**config.mk**
```make
export PLATFORM = sky130hd
export DESIGN_NAME = ep_buf_ctrl
export DESIGN_NICKNAME = d
export VERILOG_FILES = /design/src/design/ep_buf_pkg.sv /design/src/design/ep_buf_ctrl.sv
export VERILOG_INCLUDE_DIRS = /design/src /design/src/design
export SDC_FILE = /design/constraint.sdc
export NUM_CORES = 1
export LEC_CHECK = 0
export ABC_AREA = 1
export CORE_MARGIN = 10
export CORE_UTILIZATION = 50
export CTS_CLUSTER_DIAMETER = 100
export DETAILED_ROUTE_END_ITERATION = 7
export DONT_BUFFER_PORTS = 1
export PLACE_DENSITY = 0.69
export REMOVE_ABC_BUFFERS = 1
export SYNTH_ARGS = -nofsm -noshare
export SYNTH_HDL_FRONTEND = slang
export SYNTH_SLANG_ARGS = --single-unit
```
**constraint.sdc**
```tcl
create_clock -name clk -period 3.1 [get_ports clk]
set_clock_uncertainty 0.2 [all_clocks]
set_input_delay 0.465 -clock clk [delete_from_list [all_inputs] [get_ports clk]]
set_output_delay 0.465 -clock clk [all_outputs]
set_load 0.02 [all_outputs]
```
**src/design/ep_buf_regs.svh**
```systemverilog
// Register map and field layout of the endpoint buffer control block.
// Assumes inclusion by bare name from the package and design files.
`ifndef EP_BUF_REGS_SVH
`define EP_BUF_REGS_SVH
`define EPBUF_CTRL_OFFSET 12'h228
`define EPBUF_INDEX_OFFSET 12'h22C
`define EPBUF_CTRL_RESET 8'h00
`define EPBUF_INDEX_RESET 8'h20
`define EPBUF_BIT_STALL 0
`define EPBUF_BIT_STATUS 1
`define EPBUF_BIT_DATA_STAGE_ENABLE 2
`define EPBUF_BIT_VALIDATE 3
`define EPBUF_BIT_CLEAR 4
`define EPBUF_IDX_DIR 0
`define EPBUF_IDX_SETUP 5
`define EPBUF_NUM_EP 16
`endif

```
**src/design/ep_buf_pkg.sv**
```systemverilog
// Types shared by the endpoint buffer control block and its bench.
// Assumes ep_buf_regs.svh sits beside it.
`include "ep_buf_regs.svh"
package ep_buf_pkg;
    // One event reported by the USB protocol engine for an endpoint
    typedef struct packed {
        logic valid;
        logic [3:0] ep_num;
        logic dir_in;
    } ep_event_t;

    // Per endpoint command pulses towards the buffer logic
    typedef struct packed {
        logic [15:0] rx_clear;
        logic [15:0] tx_validate;
    } buf_cmd_t;

    typedef enum logic [1:0] {
        RESP_NAK,
        RESP_ACK,
        RESP_STALL
    } resp_t;
endpackage

```
**src/design/ep_buf_ctrl.sv**
```systemverilog
// Endpoint buffer control register with its endpoint index register.
// Assumes a synchronous byte register port and a USB protocol engine on clk.
// Rules from the document for this block and its software
// Index selects endpoint for each control access
// Upper bits written zero by software
// Clear bit empties selected receive buffer only
// Receive buffer auto clears after full read
// Double buffer needs clear command twice
// Validate bit readies selected transmit FIFO
// Auto validate when count reaches max packet
// Control OUT data stage NAKed without enable
// Control IN sets enable before filling FIFO
// Enable clears after data stage acknowledge
// Enable bit always reads back zero
// No data stage: status bit straight away
// Status stage NAK unless status bit set
// Status bit only for control endpoint
// Status bit clears on SETUP, no interrupt
// Status bit clears when status packet acknowledged
// Data transfers finish before status bit set
// Stall bit stalls selected non-isochronous endpoint
// Stall keeps toggle; re-enable resets it
// Index holds setup select, number, direction
// Each clear or validate write acts once
`timescale 1ns/1ps
`include "ep_buf_regs.svh"
module ep_buf_ctrl
    import ep_buf_pkg::*;
(
    input wire logic clk,
    input wire logic rst,
    input wire logic bus_reset,
    input wire logic [11:0] reg_addr,
    input wire logic reg_wr,
    input wire logic reg_rd,
    input wire logic [7:0] reg_wdata,
    output logic [7:0] reg_rdata,
    input wire logic [15:0] ep_isochronous,
    input wire logic [15:0] rx_read_done,
    input wire logic [15:0] tx_count_full,
    input wire ep_event_t setup_token,
    input wire ep_event_t data_acked,
    input wire ep_event_t status_acked,
    input wire logic status_stage,
    input wire logic ctrl_data_stage,
    input wire logic ctrl_dir_in,
    output logic [15:0] rx_clear_pulse,
    output logic [15:0] tx_validate_pulse,
    output logic [15:0] stall_out,
    output logic [15:0] stall_in,
    output resp_t ctrl_resp,
    output logic status_send_zlp,
    output logic [7:0] index_out
);
    logic [7:0] index_reg;
    logic [15:0] stall_out_reg;
    logic [15:0] stall_in_reg;
    logic data_stage_enable_reg;
    logic status_reg;
    buf_cmd_t cmd_next;
    logic [3:0] sel_ep;
    logic sel_in;
    logic sel_ctrl;
    logic wr_ctrl;
    logic wr_index;
    logic [7:0] ctrl_view;

    assign sel_ep = index_reg[4:1];
    assign sel_in = index_reg[`EPBUF_IDX_DIR];
    assign sel_ctrl = (sel_ep == 4'h0) && !index_reg[`EPBUF_IDX_SETUP];
    assign wr_ctrl = reg_wr && (reg_addr == `EPBUF_CTRL_OFFSET);
    assign wr_index = reg_wr && (reg_addr == `EPBUF_INDEX_OFFSET);

    always_ff @(posedge clk or posedge rst) begin
        if (rst) begin
            index_reg <= `EPBUF_INDEX_RESET;
        end else if (bus_reset) begin
            index_reg <= `EPBUF_INDEX_RESET;
        end else if (wr_index) begin
            index_reg <= {2'h0, reg_wdata[5:0]};
        end
    end

    // Commands are one-cycle pulses per write, never held levels
    always_comb begin
        cmd_next.rx_clear = rx_read_done;
        cmd_next.tx_validate = tx_count_full;
        if (wr_ctrl && reg_wdata[`EPBUF_BIT_CLEAR] && !sel_in) begin
            cmd_next.rx_clear[sel_ep] = 1'b1;
        end
        if (wr_ctrl && reg_wdata[`EPBUF_BIT_VALIDATE] && sel_in) begin
            cmd_next.tx_validate[sel_ep] = 1'b1;
        end
    end

    always_ff @(posedge clk or posedge rst) begin
        if (rst) begin
            rx_clear_pulse <= 16'h0000;
            tx_validate_pulse <= 16'h0000;
        end else if (bus_reset) begin
            rx_clear_pulse <= 16'h0000;
            tx_validate_pulse <= 16'h0000;
        end else begin
            rx_clear_pulse <= cmd_next.rx_clear;
            tx_validate_pulse <= cmd_next.tx_validate;
        end
    end

    // Stall is a level per endpoint and direction; toggle state lives elsewhere
    always_ff @(posedge clk or posedge rst) begin
        if (rst) begin
            stall_out_reg <= 16'h0000;
            stall_in_reg <= 16'h0000;
        end else if (bus_reset) begin
            stall_out_reg <= 16'h0000;
            stall_in_reg <= 16'h0000;
        end else if (wr_ctrl && !ep_isochronous[sel_ep]) begin
            if (sel_in) begin
                stall_in_reg[sel_ep] <= reg_wdata[`EPBUF_BIT_STALL];
            end else begin
                stall_out_reg[sel_ep] <= reg_wdata[`EPBUF_BIT_STALL];
            end
        end
    end

    // A software set in the same cycle as an acknowledge wins
    always_ff @(posedge clk or posedge rst) begin
        if (rst) begin
            data_stage_enable_reg <= 1'b0;
        end else if (bus_reset) begin
            data_stage_enable_reg <= 1'b0;
        end else if (wr_ctrl && sel_ctrl && reg_wdata[`EPBUF_BIT_DATA_STAGE_ENABLE]) begin
            data_stage_enable_reg <= 1'b1;
        end else if (data_acked.valid && data_acked.ep_num == 4'h0) begin
            data_stage_enable_reg <= 1'b0;
        end
    end

    always_ff @(posedge clk or posedge rst) begin
        if (rst) begin
            status_reg <= 1'b0;
        end else if (bus_reset) begin
            status_reg <= 1'b0;
        end else if (wr_ctrl && sel_ctrl) begin
            status_reg <= reg_wdata[`EPBUF_BIT_STATUS];
        end else if (setup_token.valid && setup_token.ep_num == 4'h0) begin
            status_reg <= 1'b0;
        end else if (status_acked.valid && status_acked.ep_num == 4'h0) begin
            status_reg <= 1'b0;
        end
    end

    // Response for the control endpoint; stall overrides ctrl_resp, while status_send_zlp ignores it
    always_ff @(posedge clk or posedge rst) begin
        if (rst) begin
            ctrl_resp <= RESP_NAK;
            status_send_zlp <= 1'b0;
        end else begin
            status_send_zlp <= status_stage && status_reg && ctrl_dir_in;
            if ((ctrl_dir_in ? stall_in_reg[0] : stall_out_reg[0])) begin
                ctrl_resp <= RESP_STALL;
            end else if (status_stage) begin
                ctrl_resp <= status_reg ? RESP_ACK : RESP_NAK;
            end else if (ctrl_data_stage) begin
                ctrl_resp <= data_stage_enable_reg ? RESP_ACK : RESP_NAK;
            end else begin
                ctrl_resp <= RESP_NAK;
            end
        end
    end

    // Data stage enable reads as zero; command bits are not stored
    always_comb begin
        ctrl_view = 8'h00;
        ctrl_view[`EPBUF_BIT_STALL] = sel_in ? stall_in_reg[sel_ep] : stall_out_reg[sel_ep];
        ctrl_view[`EPBUF_BIT_STATUS] = sel_ctrl & status_reg;
        ctrl_view[`EPBUF_BIT_DATA_STAGE_ENABLE] = 1'b0;
    end

    always_ff @(posedge clk or posedge rst) begin
        if (rst) begin
            reg_rdata <= 8'h00;
        end else if (reg_rd && reg_addr == `EPBUF_CTRL_OFFSET) begin
            reg_rdata <= ctrl_view;
        end else if (reg_rd && reg_addr == `EPBUF_INDEX_OFFSET) begin
            reg_rdata <= index_reg;
        end else begin
            reg_rdata <= 8'h00;
        end
    end

    assign stall_out = stall_out_reg;
    assign stall_in = stall_in_reg;
    assign index_out = index_reg;
endmodule

```
### After elaboration in Yosys (flattened, before gate mapping)

Index checks and enable logic that the tools add are counted.

* register bits: 85
* input bits: 94
* output and inout bits: 83
* logic and storage cells: 88

* order comparisons: 2
* equal/unequal tests: 3
* mux-type cells: 38
* bitwise operators: 3
* reduce and logical (&&, ||, !) cells: 32

Operators by type and width (count)
* 2-to-1 mux 16 bit: 10
* bitwise mux 16 bit: 2
* 2-to-1 mux 8 bit: 4
* OR 16 bit: 2
* equality test 12 x 10 -> 1 bit, second input constant: 2
* logical AND 1 bit: 18
* 2-to-1 mux 1 bit: 17
* zero test 4 bit: 4
* binary-select mux 1 bit (select 4 bit): 3
* nonzero test 2 bit: 3
* < comparator 4 x 5 -> 1 bit, second input constant: 1
* demux 1 bit (select 4 bit): 1
* >= comparator 4 x 1 -> 1 bit, second input constant: 1
* AND reduction 2 bit: 2
* nonzero test 4 bit: 1
* zero test 1 bit: 3
* nonzero test 3 bit: 1
* 2-to-1 mux 2 bit: 1
* inequality test 2 bit, second input constant: 1
* bitwise AND 1 bit: 1

### Logic depth before layout (Yosys ltp)

Gate-level depths: netlist of run 1.

* word-level depth: 8
* gate-level depth with buffers: 15
* mapped depth without buffers: 13

### Worst setup path before layout of run 1

Ideal clock, no wire load.

* kind: input to register
* start: input port reg_addr[1]
* end: register stall_out_reg[0] (netlist: stall_out[0])
* arrival: 1554 ps
* required time: 2783 ps
* path slack: 1229 ps
* cell stages on the path: 10
* path buffers: 1
* path through: or2_1 -> nor2_1 -> nand3_1 -> nor2_4 -> nand3_1 -> nand2_2 -> buf_6 -> nand2_1 -> nand2_1 -> nand2_1

* word-level cells in the longest chain between the ends: 5

RTL lines
* start: declaration: RTL line ep_buf_ctrl.sv:33 `input wire logic [11:0] reg_addr,`
* equality test 12 x 10 -> 1 bit (no source line)
* logical AND 1 bit: RTL line ep_buf_ctrl.sv:71 `` assign wr_ctrl = reg_wr && (reg_addr == `EPBUF_CTRL_OFFSET); ``
* logical AND 1 bit: RTL line ep_buf_ctrl.sv:117 `end else if (wr_ctrl && !ep_isochronous[sel_ep]) begin`
* nonzero test 2 bit (no source line)
* AND reduction 2 bit (no source line)
* end signal: indexed assignment: RTL line ep_buf_ctrl.sv:121 `` stall_out_reg[sel_ep] <= reg_wdata[`EPBUF_BIT_STALL]; ``
* end: declaration: RTL line ep_buf_ctrl.sv:56 `logic [15:0] stall_out_reg;`

Every way passes these cells.
A chain may end at the register's enable or synchronous reset.

### Worst setup path in the final report of run 1

* start: register index_reg[1] (netlist: index_out[1])
* end: register stall_in_reg[9] (netlist: stall_in[9])

* word-level cells in the longest chain between the ends: 8

RTL lines
* start: declaration: RTL line ep_buf_ctrl.sv:55 `logic [7:0] index_reg;`
* start signal: assignment: RTL line ep_buf_ctrl.sv:76 `` index_reg <= `EPBUF_INDEX_RESET; ``
* start signal: assignment: RTL line ep_buf_ctrl.sv:78 `` index_reg <= `EPBUF_INDEX_RESET; ``
* start signal: assignment: RTL line ep_buf_ctrl.sv:80 `index_reg <= {2'h0, reg_wdata[5:0]};`
* < comparator 4 x 5 -> 1 bit or >= comparator 4 x 1 -> 1 bit (tied branches): RTL line ep_buf_ctrl.sv:119 `` stall_in_reg[sel_ep] <= reg_wdata[`EPBUF_BIT_STALL]; ``
* logical AND 1 bit: RTL line ep_buf_ctrl.sv:119
* 2-to-1 mux 1 bit: RTL line ep_buf_ctrl.sv:119
* demux 1 bit (select 4 bit): RTL line ep_buf_ctrl.sv:119
* bitwise mux 16 bit: RTL line ep_buf_ctrl.sv:119
* 2-to-1 mux 16 bit: RTL line ep_buf_ctrl.sv:118 `if (sel_in) begin`
* 2-to-1 mux 16 bit: RTL line ep_buf_ctrl.sv:117
* 2-to-1 mux 16 bit: RTL line ep_buf_ctrl.sv:114 `end else if (bus_reset) begin`
* end signal: indexed assignment: RTL line ep_buf_ctrl.sv:119
* end: declaration: RTL line ep_buf_ctrl.sv:57 `logic [15:0] stall_in_reg;`

Several ways; a longest one is shown, not always the timed one. The select of a mux whose other input is x is not followed.

==> run_results.csv, run 1 <==
group,metric,value,unit
setup_path,worstPathArrival,2.72,ns
final_layout,drive_gt1_share,5.464,%
detailed_routing,detail_route.wirelength,12.96,mm
timing,tightest_slew,1.152,ns
clock_network,cts_setup_buffers,0,
synth,async_flop_share,100.0,%
detailed_routing,vias_per_cell,5.631,
timing,slew-limit-headroom,22.92,%
synth,synth_sequential_area_ratio,49.80,%
clock_network,cts_hold_buffers,2,
clock_network,cts_max_level,3,
setup_path,setup.worst_path.end_class,"register",
final_layout,final_cells,651,
synth,synth.ff_latch_count,81,
clock_network,cts.clk_slew.worst_paths,0.10,ns
synth,synth-warning-count,0,
timing,rsz0062_at_grt,"no",
placement,weighted_congestion_reported_at_the_end_of_routability_driven_placement,0.8631,
setup_path,timing.critical_path.required,3.13,ns
setup_path,worst-r2r-setup-slack,0.41,ns
clock_network,ctsLongestPathBuffers,2,
floorplanning,coreArea,7807,µm²
synth,synth_edf_count,0,
synth,synth_top_cells_by_area,"dfrtp_1 (49%), nand2_1 (21%), nor2_1 (7.4%)",
placement,place_inst,633,
clock_network,cts_made_buffers,9,
synth,synth_flop_cell,"dfrtp_1",
detailed_routing,wl_per_cell,19.91,µm
final_layout,design.final.nets,638,
placement,dp_worst_setup_slack,0.4318,ns
synth,mappedNetlistArea,4073,µm²
placement,place_hpwl,9.893,mm
setup_path,critPathLaunch,"index_out[1]$_DFFE_PP0P_",
clock_network,post_cts.resized_instances,0,
detailed_routing,drcViolationCount,0,
worst_hold_path,holdCritPathClass,"in2reg",
synth,synth_largest_type_area_fraction,49.16,%
global_routing,gr-usage-all-layers,20.45,%
final_layout,fillers,745,
detailed_routing,ant_nets,0,
detailed_routing,met3_wirelength,1.392,mm
global_routing,globalRouteOverflowTotal,0,
clock_network,clock_sinks,81,
outcome,outcome,"finished, final reports clean",
clock_network,clock_tree.root_cell,"clkbuf_8",
detailed_routing,route.top_layer_used,"met4",
synth,synth.lib_cells_used.distinct,28,
timing,period_minus_slack,2.686,ns
final_layout,finish.utilization,55.88,%
run,timing.max_cap.violations,0,
setup_path,worst_setup_path_start_kind,"register",
final_layout,antenna_cells,0,
detailed_routing,wl_met1,5.340,mm
power,power-per-cell-area,537.6,nW/µm²
timing,post-route-period-util,86.64,%
setup_path,timing.rr.end,"stall_in[9]$_DFFE_PP0P_",
setup_path,critical_path_peak_fanout,20,
setup_path,r2r_cells,13,
final_layout,syn2layout_area_growth,7.127,%
timing,layout_setup_ws,0.4141,ns
timing,final-setup-viol-count,0,
synth,synthesis.instances,546,
floorplanning,initial_utilization,52.16,%
power,vdd_drop_max,0.2999,mV
timing,hold_slack,0.03503,ns
placement,placement.io_buffers,0,
setup_path,critical_r2r_launch,"index_out[1]$_DFFE_PP0P_",
global_routing,wire_length_of_the_first_global_routing_pass,19.38,mm
detailed_routing,vias,3666,
clock_network,clock_insertion_delay_worst_skew,0.35,ns
timing,fin_max_slew_vios,0,
timing,timing_hold_violations_final,0,
timing,achievable-frequency,372.3,MHz
timing,setup_tns,0,ns
global_routing,grt_pass1_vias,3601,
final_layout,register_area,2028,µm²
final_layout,layout.cells.most_common,"nand2_1",
detailed_routing,detail_route.iter0.violations,239,
floorplanning,die_width,110.3,µm
setup_path,critical_path_class,"reg2reg",
detailed_routing,dr.pass1.iters,5,
setup_path,endpoint,"stall_in[9]$_DFFE_PP0P_",
detailed_routing,detailroute.wirelength.met2,6.045,mm
global_routing,antenna_found_initial,0,
final_layout,mostFrequentLayoutCells,"nand2_1 (227), nor2_1 (80), dfrtp_1 (80), inv_1 (43), a31oi_1 (32)",
global_routing,grt_start_max_net_pins,34,
floorplanning,num_rows,32,
floorplanning,io_pins,177,
synth,synth.largest_area_cell,"dfrtp_1",
floorplanning,floorplan.die_area,12160,µm²
clock_network,cts_tree,"built",
final_layout,multi_input_comb_area,1715,µm²
floorplanning,die_height,110.3,µm
synth,syn-mean-instance-area,7.459,µm²
power,leakage_power,0.002306,µW
## cell type report
type | instances | share of cell area [%]
clock buffer | 9 | 2.839
clock inverter | 7 | 2.868
inverter | 47 | 4.072
multi-input combinational | 397 | 39.32
sequential | 81 | 46.49
tap | 102 | 2.925
timing repair buffer | 8 | 1.491
## worst max-delay path: stages, from the launching register on
cell	delay (ns)
dfrtp_1	0.68
inv_2	0.22
nand2_1	0.11
nand2_1	0.06
nand2_1	0.05
nand2_1	0.06
nand2_1	0.05
nand2_1	0.04
nor2_1	0.13
nand3_1	0.11
nand2_1	0.59
nand2_1	0.11
nand2_1	0.09
nand2_1	0.06
## synthesized netlist by cell type (all sizes together) (2+ instances only)
library cell	n
buf	17
nand3	11
clkinv	2
nor2	84
a21oi	3
inv	45
o21ai	11
a22oi	14
nand3b	2
nand2	228
clkbuf	7
dfrtp	80
a31oi	32
nor4	3
## power breakdown
part / total (µW) / internal [µW] / switching (µW)
clock network: 967 / 544 / 423
registers: 1150 / 1090 / 66.4
logic: 225 / 57.9 / 168
## cell families (layout without fill, tap and decap cells)
| family | count (synthesis) | after routing | synth area share [%] |
|---|---|---|---|
| simple gates | 331 | 331 | 32.14 |
| flops | 81 | 81 | 49.80 |
| buf+inv | 71 | 71 | 8.356 |
| compound gates | 62 | 62 | 9.616 |
| other cells | 1 | 4 | 0.09208 |
## worst min-delay path by stage
stage | startpoint | endpoint | slack [ns] | cells past startpoint
3_3_place_gp | rst | ctrl_resp[0]$_DFF_PP0_ | 0.18 | 1
3_5_place_dp | rst | ctrl_resp[0]$_DFF_PP0_ | 0.18 | 1
5_1_grt | tx_count_full[8] | tx_validate_pulse[8]$_DFF_PP0_ | 0.03 | 2
2_1_floorplan | data_stage_enable_reg$_DFFE_PP0P_ | data_stage_enable_reg$_DFFE_PP0P_ | 0.28 | 2
6_report | tx_count_full[8] | tx_validate_pulse[8]$_DFF_PP0_ | 0.04 | 2
4_1_cts | tx_count_full[8] | tx_validate_pulse[8]$_DFF_PP0_ | 0.03 | 2
## per-layer routing
metal | up-vias | GRT usage, %
li1 | 1702 | -
met1 | 1775 | 26.32
met2 | 172 | 32.28
met3 | 17 | 6.674
met4 | 0 | 5.780
met5 | - | 0
## through the flow
step | cell area [µm²] | power [µW]
after floorplan | 3920 | 1322
after global placement | 4094 | 1387
after detailed placement | 4094 | 1393
after CTS | 4363 | 2356
after global routing | 4363 | 2443
final | 4363 | 2346
Note: power is estimated with default switching activity, not from simulation.
==> run 2, diff against run 1 <==
ABC_AREA = not set   (was 1)
CAP_MARGIN = 25   (was not set)
==> run 2 against run 1 <==
Compared with the run above: flip-flop and latch count unchanged; combinational power decreased by 63%; non-clock buffer count increased by 5; sequential share of layout area increased by 0.24 points; clock-buffer cell count increased by 2; clock power decreased by 10%; utilization decreased by 0.57 points; highest routed layer unchanged; hold slack got worse by 0.0075 ns.
==> run_results.csv, run 2 <==
group,metric,value,unit
placement,weighted_congestion_reported_at_the_end_of_routability_driven_placement,0.8093,
setup_path,timing.critical_path.required,3.12,ns
synth,synth_top_family_by_area,"simple AND/OR/NAND/NOR gates",
global_routing,grt_pass1_vias,3360,
floorplanning,die_height,110.3,µm
synth,async_flop_share,100.0,%
power,power-per-cell-area,476.2,nW/µm²
timing,setup_tns,0,ns
detailed_routing,ant_nets,0,
clock_network,post_cts.resized_instances,0,
detailed_routing,drcViolationCount,0,
clock_network,cts_made_buffers,9,
power,net_switching_power_figure,487.6,µW
timing,final-setup-viol-count,0,
clock_network,cts_tree,"built",
clock_network,clock_insertion_delay_worst_skew,0.35,ns
final_layout,finish.utilization,55.31,%
synth,synth_adder_area_share,0,%
final_layout,fillers,716,
final_layout,syn2layout_area_growth,6.378,%
detailed_routing,dr.pass1.iters,4,
setup_path,critPathLaunch,"index_out[1]$_DFFE_PP0P_",
clock_network,cts.clk_slew.worst_paths,0.09,ns
detailed_routing,met3_wirelength,1.841,mm
synth,syn-mean-instance-area,9.738,µm²
setup_path,worstPathArrival,2.31,ns
floorplanning,num_rows,32,
synth,synth_edf_count,0,
final_layout,multi_input_comb_area,1818,µm²
floorplanning,io_pins,177,
timing,period_minus_slack,2.290,ns
setup_path,worst-r2r-setup-slack,0.81,ns
timing,tightest_slew,0.6625,ns
detailed_routing,detailroute.wirelength.met2,6.234,mm
synth,synth.lib_cells_used.distinct,44,
floorplanning,initial_utilization,51.99,%
power,leakage_power,0.001711,µW
power,p_clk_share,42.0,%
setup_path,critical_path_peak_fanout,15,
synth,synth.largest_area_cell,"dfrtp_1",
synth,yosys-top-cells-count,"dfrtp_1 (80), nor2_1 (42), a21oi_1 (39), nand3_1 (39), o21ai_0 (38)",
detailed_routing,vias,3414,
timing,post-route-period-util,73.88,%
detailed_routing,route.top_layer_used,"met4",
timing,fin_max_slew_vios,0,
synth,synth.ff_latch_count,81,
power,intPower,1579,µW
run,timing.max_cap.violations,0,
global_routing,antenna_found_initial,0,
timing,slew-limit-headroom,55.74,%
final_layout,design.final.nets,493,
synth,synth_largest_type_area_fraction,49.06,%
synth,mappedNetlistArea,4080,µm²
setup_path,setup.worst_path.end_class,"register",
power,switching_share_of_total_power,23.59,%
final_layout,drive_gt1_share,9.653,%
clock_network,cts_max_level,3,
final_layout,layout.cells.most_common,"dfrtp_1",
clock_network,clock_sinks,81,
final_layout,register_area,2028,µm²
synth,synth_most_common_cell,"dfrtp_1",
placement,place_hpwl,9.150,mm
synth,synth_top_cells_by_area,"dfrtp_1 (49%), a41oi_1 (5.2%), a21oi_1 (4.8%)",
global_routing,wire_length_of_the_first_global_routing_pass,19.60,mm
detailed_routing,wl_met1,4.760,mm
detailed_routing,detail_route.iter0.violations,256,
synth,synth_flop_cell,"dfrtp_1",
setup_path,worst_setup_path_start_kind,"register",
detailed_routing,detail_route.wirelength,12.95,mm
power,comb_power_share,4.0,%
outcome,outcome,"finished, final reports clean",
clock_network,clock_tree.root_cell,"clkbuf_8",
timing,rsz0062_at_grt,"no",
floorplanning,floorplan.die_area,12170,µm²
final_layout,mostFrequentLayoutCells,"dfrtp_1 (80), nor2_1 (42), nand3_1 (39), a21oi_1 (39), o21ai_0 (38)",
setup_path,critical_r2r_launch,"index_out[1]$_DFFE_PP0P_",
synth,synthesis.instances,419,
synth,synth-warning-count,0,
placement,placement.io_buffers,0,
detailed_routing,vias_per_cell,6.747,
power,p_seq_share,54.0,%
power,vdd_drop_max,0.2683,mV
synth,post_synth_xor_area_fraction,0,%
synth,share_of_the_synthesized_area_in_compound_gates_ao_oa_aoi_oai,17.33,%
detailed_routing,wl_per_cell,25.60,µm
synth,synthSimpleGateAreaFrac,21.13,%
setup_path,critical_path_class,"reg2reg",
floorplanning,coreArea,7848,µm²
final_layout,antenna_cells,0,
global_routing,globalRouteOverflowTotal,0,
timing,timing_hold_violations_final,0,
synth,synth_sequential_area_ratio,49.71,%
global_routing,gr-usage-all-layers,20.87,%
clock_network,cts_setup_buffers,0,
worst_hold_path,worstHoldStart,"bus_reset",
synth,fraction_of_synthesized_area_in_multiplexers,5.734,%
clock_network,ctsLongestPathBuffers,2,
worst_hold_path,holdCritPathClass,"in2reg",
timing,achievable-frequency,436.6,MHz
global_routing,grt_start_max_net_pins,72,
floorplanning,die_width,110.3,µm
run 2: path summary, 6_finish.rpt:
check / depth (start not counted) / endpoint
max reg2reg: 5 / reg_rdata[0]$_DFF_PP0_
min: 1 / index_out[5]$_DFFE_PP1P_
max in group asynchronous: 3 / index_out[5]$_DFFE_PP1P_
max: 5 / reg_rdata[0]$_DFF_PP0_
min in group asynchronous: 2 / reg_rdata[5]$_DFF_PP0_
min reg2reg: 2 / data_stage_enable_reg$_DFFE_PP0P_
run 2: power groups by stage:
stage	clock [µW]	sequential, µW	combinational (µW)
global route	929	1120	94.4
detailed placement	0	1140	65.0
global placement	0	1140	63.3
finish	869	1120	82.8
floorplan	0	1130	50.7
CTS	877	1120	84.0
run 2: layout make-up:
class	instances	area share [%]
Clock inverter	5	1.845
Sequential cell	81	46.73
Clock buffer	11	3.257
Inverter	3	0.2883
Multi-Input combinational cell	291	41.89
Timing Repair Buffer	13	3.056
Tap cell	102	2.940
run 2: logic make-up (layout without fill, tap and decap cells):
| logic type | after synthesis | in the layout |
|---|---|---|
| muxes | 13 | 13 |
| other | 1 | 4 |
| and+or+nand+nor | 158 | 158 |
| buffers and inverters | 50 | 32 |
| AOI/OAI and AO/OA | 116 | 116 |
| DFF | 81 | 81 |
run 2: through the flow:
| stage | hold slack, ns | cell area [µm²] | setup WS [ns] | instances | total power (µW) |
|---|---|---|---|---|---|
| after floorplan | 0.2787 | 3857 | 0.3566 | 375 | 1182 |
| after global placement | 0.2248 | 4081 | 0.8402 | 488 | 1199 |
| after detailed placement | 0.2350 | 4081 | 0.8131 | 488 | 1202 |
| after CTS | 0.01455 | 4340 | 0.8049 | 506 | 2078 |
| after global routing | 0.01093 | 4340 | 0.6912 | 506 | 2141 |
| final | 0.02753 | 4340 | 0.8096 | 506 | 2067 |
run 2: repair_timing:
action / 4_1_cts / 5_1_grt
hold buffers: 2 / 0
hold endpoints to repair: 105 / 0
endpoints found under the setup margin: 0 / 0
run 2: critical path, cell delays in order (launching register included):
cell and delay (ns):
dfrtp_1 0.73, buf_4 0.29, mux4_1 0.58, mux2i_1 0.16, a221o_1 0.16, nor4_1 0.04
run 2: routing by layer:
metal | GRT usage, % | vias up
li1 | - | 1501
met1 | 26.17 | 1682
met2 | 32.79 | 216
met3 | 8.938 | 15
met4 | 4.679 | 0
met5 | 0 | -
==> run 3, diff against run 2 <==
clock period = 2.4 ns   (was 3.1 ns; I/O delays follow)
==> run 3 against run 2 <==
Compared with the run above: first-iteration DRC count unchanged; sequential power increased by 29%; critical endpoint is now tx_validate_pulse[1]$_DFF_PP0_; final area increased by 14%; register-to-register slack got worse by 0.72 ns; clock power increased by 8.4%; fmax decreased by 0.73%; non-clock buffer count increased by 63; utilization increased by 7.8 points.
==> run_results.csv, run 3 (synthesis results as in run 2) <==
group,metric,value,unit
outcome,outcome,"finished, final reports clean",
final_layout,design_area,4954,µm²
global_routing,m2_gr_usage,35.86,%
timing,hold_slack,0.01960,ns
power,power-per-cell-area,523.1,nW/µm²
timing,achievable-frequency,433.4,MHz
setup_path,critPathLaunch,"index_out[0]$_DFFE_PP0P_",
floorplanning,initial_utilization,51.99,%
global_routing,globalRouteOverflowTotal,0,
detailed_routing,vias_per_cell,6.484,
clock_network,clock_tree.root_cell,"clkbuf_8",
placement,dp_worst_setup_slack,0.2575,ns
clock_network,clock_sinks,81,
setup_path,timing.critical_path.required,2.44,ns
global_routing,grt_start_max_net_pins,73,
placement,place_hpwl,9.376,mm
final_layout,design.final.nets,556,
timing,rsz0062_at_grt,"no",
placement,placedInstanceArea,4141,µm²
run,timing.max_cap.violations,0,
setup_path,crit_path_max_incr_delay,0.61,ns
global_routing,busiest_layer,"met2",
global_routing,grt_util_met1,27.51,%
power,p_total,2591,µW
global_routing,antenna_found_initial,0,
global_routing,grt_use_met3,8.009,%
global_routing,grt_pass1_vias,3730,
detailed_routing,wl_per_cell,24.59,µm
clock_network,cts_tree,"built",
placement,placement.io_buffers,0,
detailed_routing,vias,3696,
floorplanning,io_pins,177,
clock_network,cts.clk_slew.worst_paths,0.09,ns
clock_network,cts_made_buffers,9,
floorplanning,num_rows,32,
timing,timing_hold_violations_final,0,
timing,post-route-period-util,96.13,%
final_layout,fillers,657,
setup_path,worst-r2r-setup-slack,0.09,ns
clock_network,clock_insertion_delay_worst_skew,0.35,ns
setup_path,worstPathArrival,2.35,ns
final_layout,register_area,2031,µm²
global_routing,wire_length_of_the_first_global_routing_pass,21.06,mm
timing,layout_setup_ws,0.09280,ns
final_layout,mostFrequentLayoutCells,"dfrtp_1 (78), dlygate4sd3_1 (55), nor2_1 (41), nand3_1 (39), a21oi_1 (39)",
final_layout,syn2layout_area_growth,21.40,%
power,vdd_drop_max,0.2763,mV
final_layout,finish.utilization,63.12,%
clock_network,cts_setup_buffers,0,
timing,period_minus_slack,2.307,ns
floorplanning,die_width,110.3,µm
setup_path,setup.worst_path.end_class,"register",
timing,tightest_slew,0.6744,ns
clock_network,cts_max_level,3,
setup_path,r2r_cells,6,
floorplanning,die_height,110.3,µm
power,leakage_power,0.001972,µW
setup_path,worst_setup_path_start_kind,"register",
clock_network,ctsLongestPathBuffers,2,
global_routing,gr-usage-all-layers,22.39,%
timing,final-setup-viol-count,0,
worst_hold_path,holdCritPathClass,"in2reg",
placement,weighted_congestion_reported_at_the_end_of_routability_driven_placement,0.8179,
timing,fin_max_slew_vios,0,
setup_path,endpoint,"tx_validate_pulse[1]$_DFF_PP0_",
detailed_routing,detail_route.iter0.violations,256,
floorplanning,coreArea,7848,µm²
setup_path,timing.rr.end,"tx_validate_pulse[1]$_DFF_PP0_",
final_layout,layout.cells.most_common,"dfrtp_1",
setup_path,cell_with_the_largest_stage_delay_on_the_worst_path,"dlygate4sd3_1",
setup_path,critical_r2r_launch,"index_out[0]$_DFFE_PP0P_",
worst_hold_path,holdPathStages,3,
detailed_routing,ant_nets,0,
timing,slew-limit-headroom,54.95,%
setup_path,critical_path.cell_chain,"and3b_1, and4_1, buf_4, a41oi_2, dlygate4sd3_1, nor2_1",
detailed_routing,drcViolationCount,0,
detailed_routing,dr.pass1.iters,4,
floorplanning,floorplan.die_area,12170,µm²
final_layout,drive_gt1_share,11.35,%
detailed_routing,detail_route.wirelength,14.02,mm
final_layout,multi_input_comb_area,1828,µm²
setup_path,critical_path_class,"reg2reg",
setup_path,critical_path_peak_fanout,32,
-- run 3: metal layers --
metal	wire length [µm]	vias to the layer above
li1	-	1631
met4	249	0
met5	0	-
met1	5230	1823
met2	6850	218
met3	1689	24
-- run 3: worst min-delay path by stage --
stage / startpoint / endpoint / slack, ns
final: ep_isochronous[5] / stall_in[5]$_DFFE_PP0P_ / 0.02
after global routing: reg_wdata[4] / rx_clear_pulse[11]$_DFF_PP0_ / 0.02
after CTS: reg_wdata[3] / tx_validate_pulse[11]$_DFF_PP0_ / 0.002
after detailed placement: rst / reg_rdata[1]$_DFF_PP0_ / -0.05
after global placement: rst / reg_rdata[1]$_DFF_PP0_ / -0.06
after floorplan: bus_reset / index_out[0]$_DFFE_PP0P_ / 0.22
-- run 3: final cells by class --
class	count	share of cell area, %
sequential	81	41.00
multi-input combinational	291	36.90
timing repair buffer	76	15.43
clock buffer	10	2.778
tap	102	2.576
clock inverter	6	1.010
inverter	3	0.2526
antenna	1	0.05052
-- run 3: where the power goes --
group	leakage, µW	internal (µW)	switching, µW
Sequential	0.00109	1390	51.0
Combinational	0.000792	97.5	110
Clock	0.0000895	415	527
Total	0.00197	1900	688
-- run 3: metrics by stage --
stage                     cells  setup TNS [ns]
after floorplan             375          -19.07
after global placement      496               0
after detailed placement    496               0
after CTS                   568               0
after global routing        569               0
final                       570               0
-- run 3: critical path, delay by kind of cell (launching register included) --
kind                   cells  cell delay [ns]
buffers and inverters      2             0.85
AND/OR/NAND/NOR            3             0.44
flip-flops                 1             0.40
AO/OA/AOI/OAI              1             0.28
-- run 3: what timing repair did --
action,in CTS,in global routing
resized for setup,0,5
hold buffers,56,0
setup endpoints to repair,0,5
hold endpoints to repair,157,0
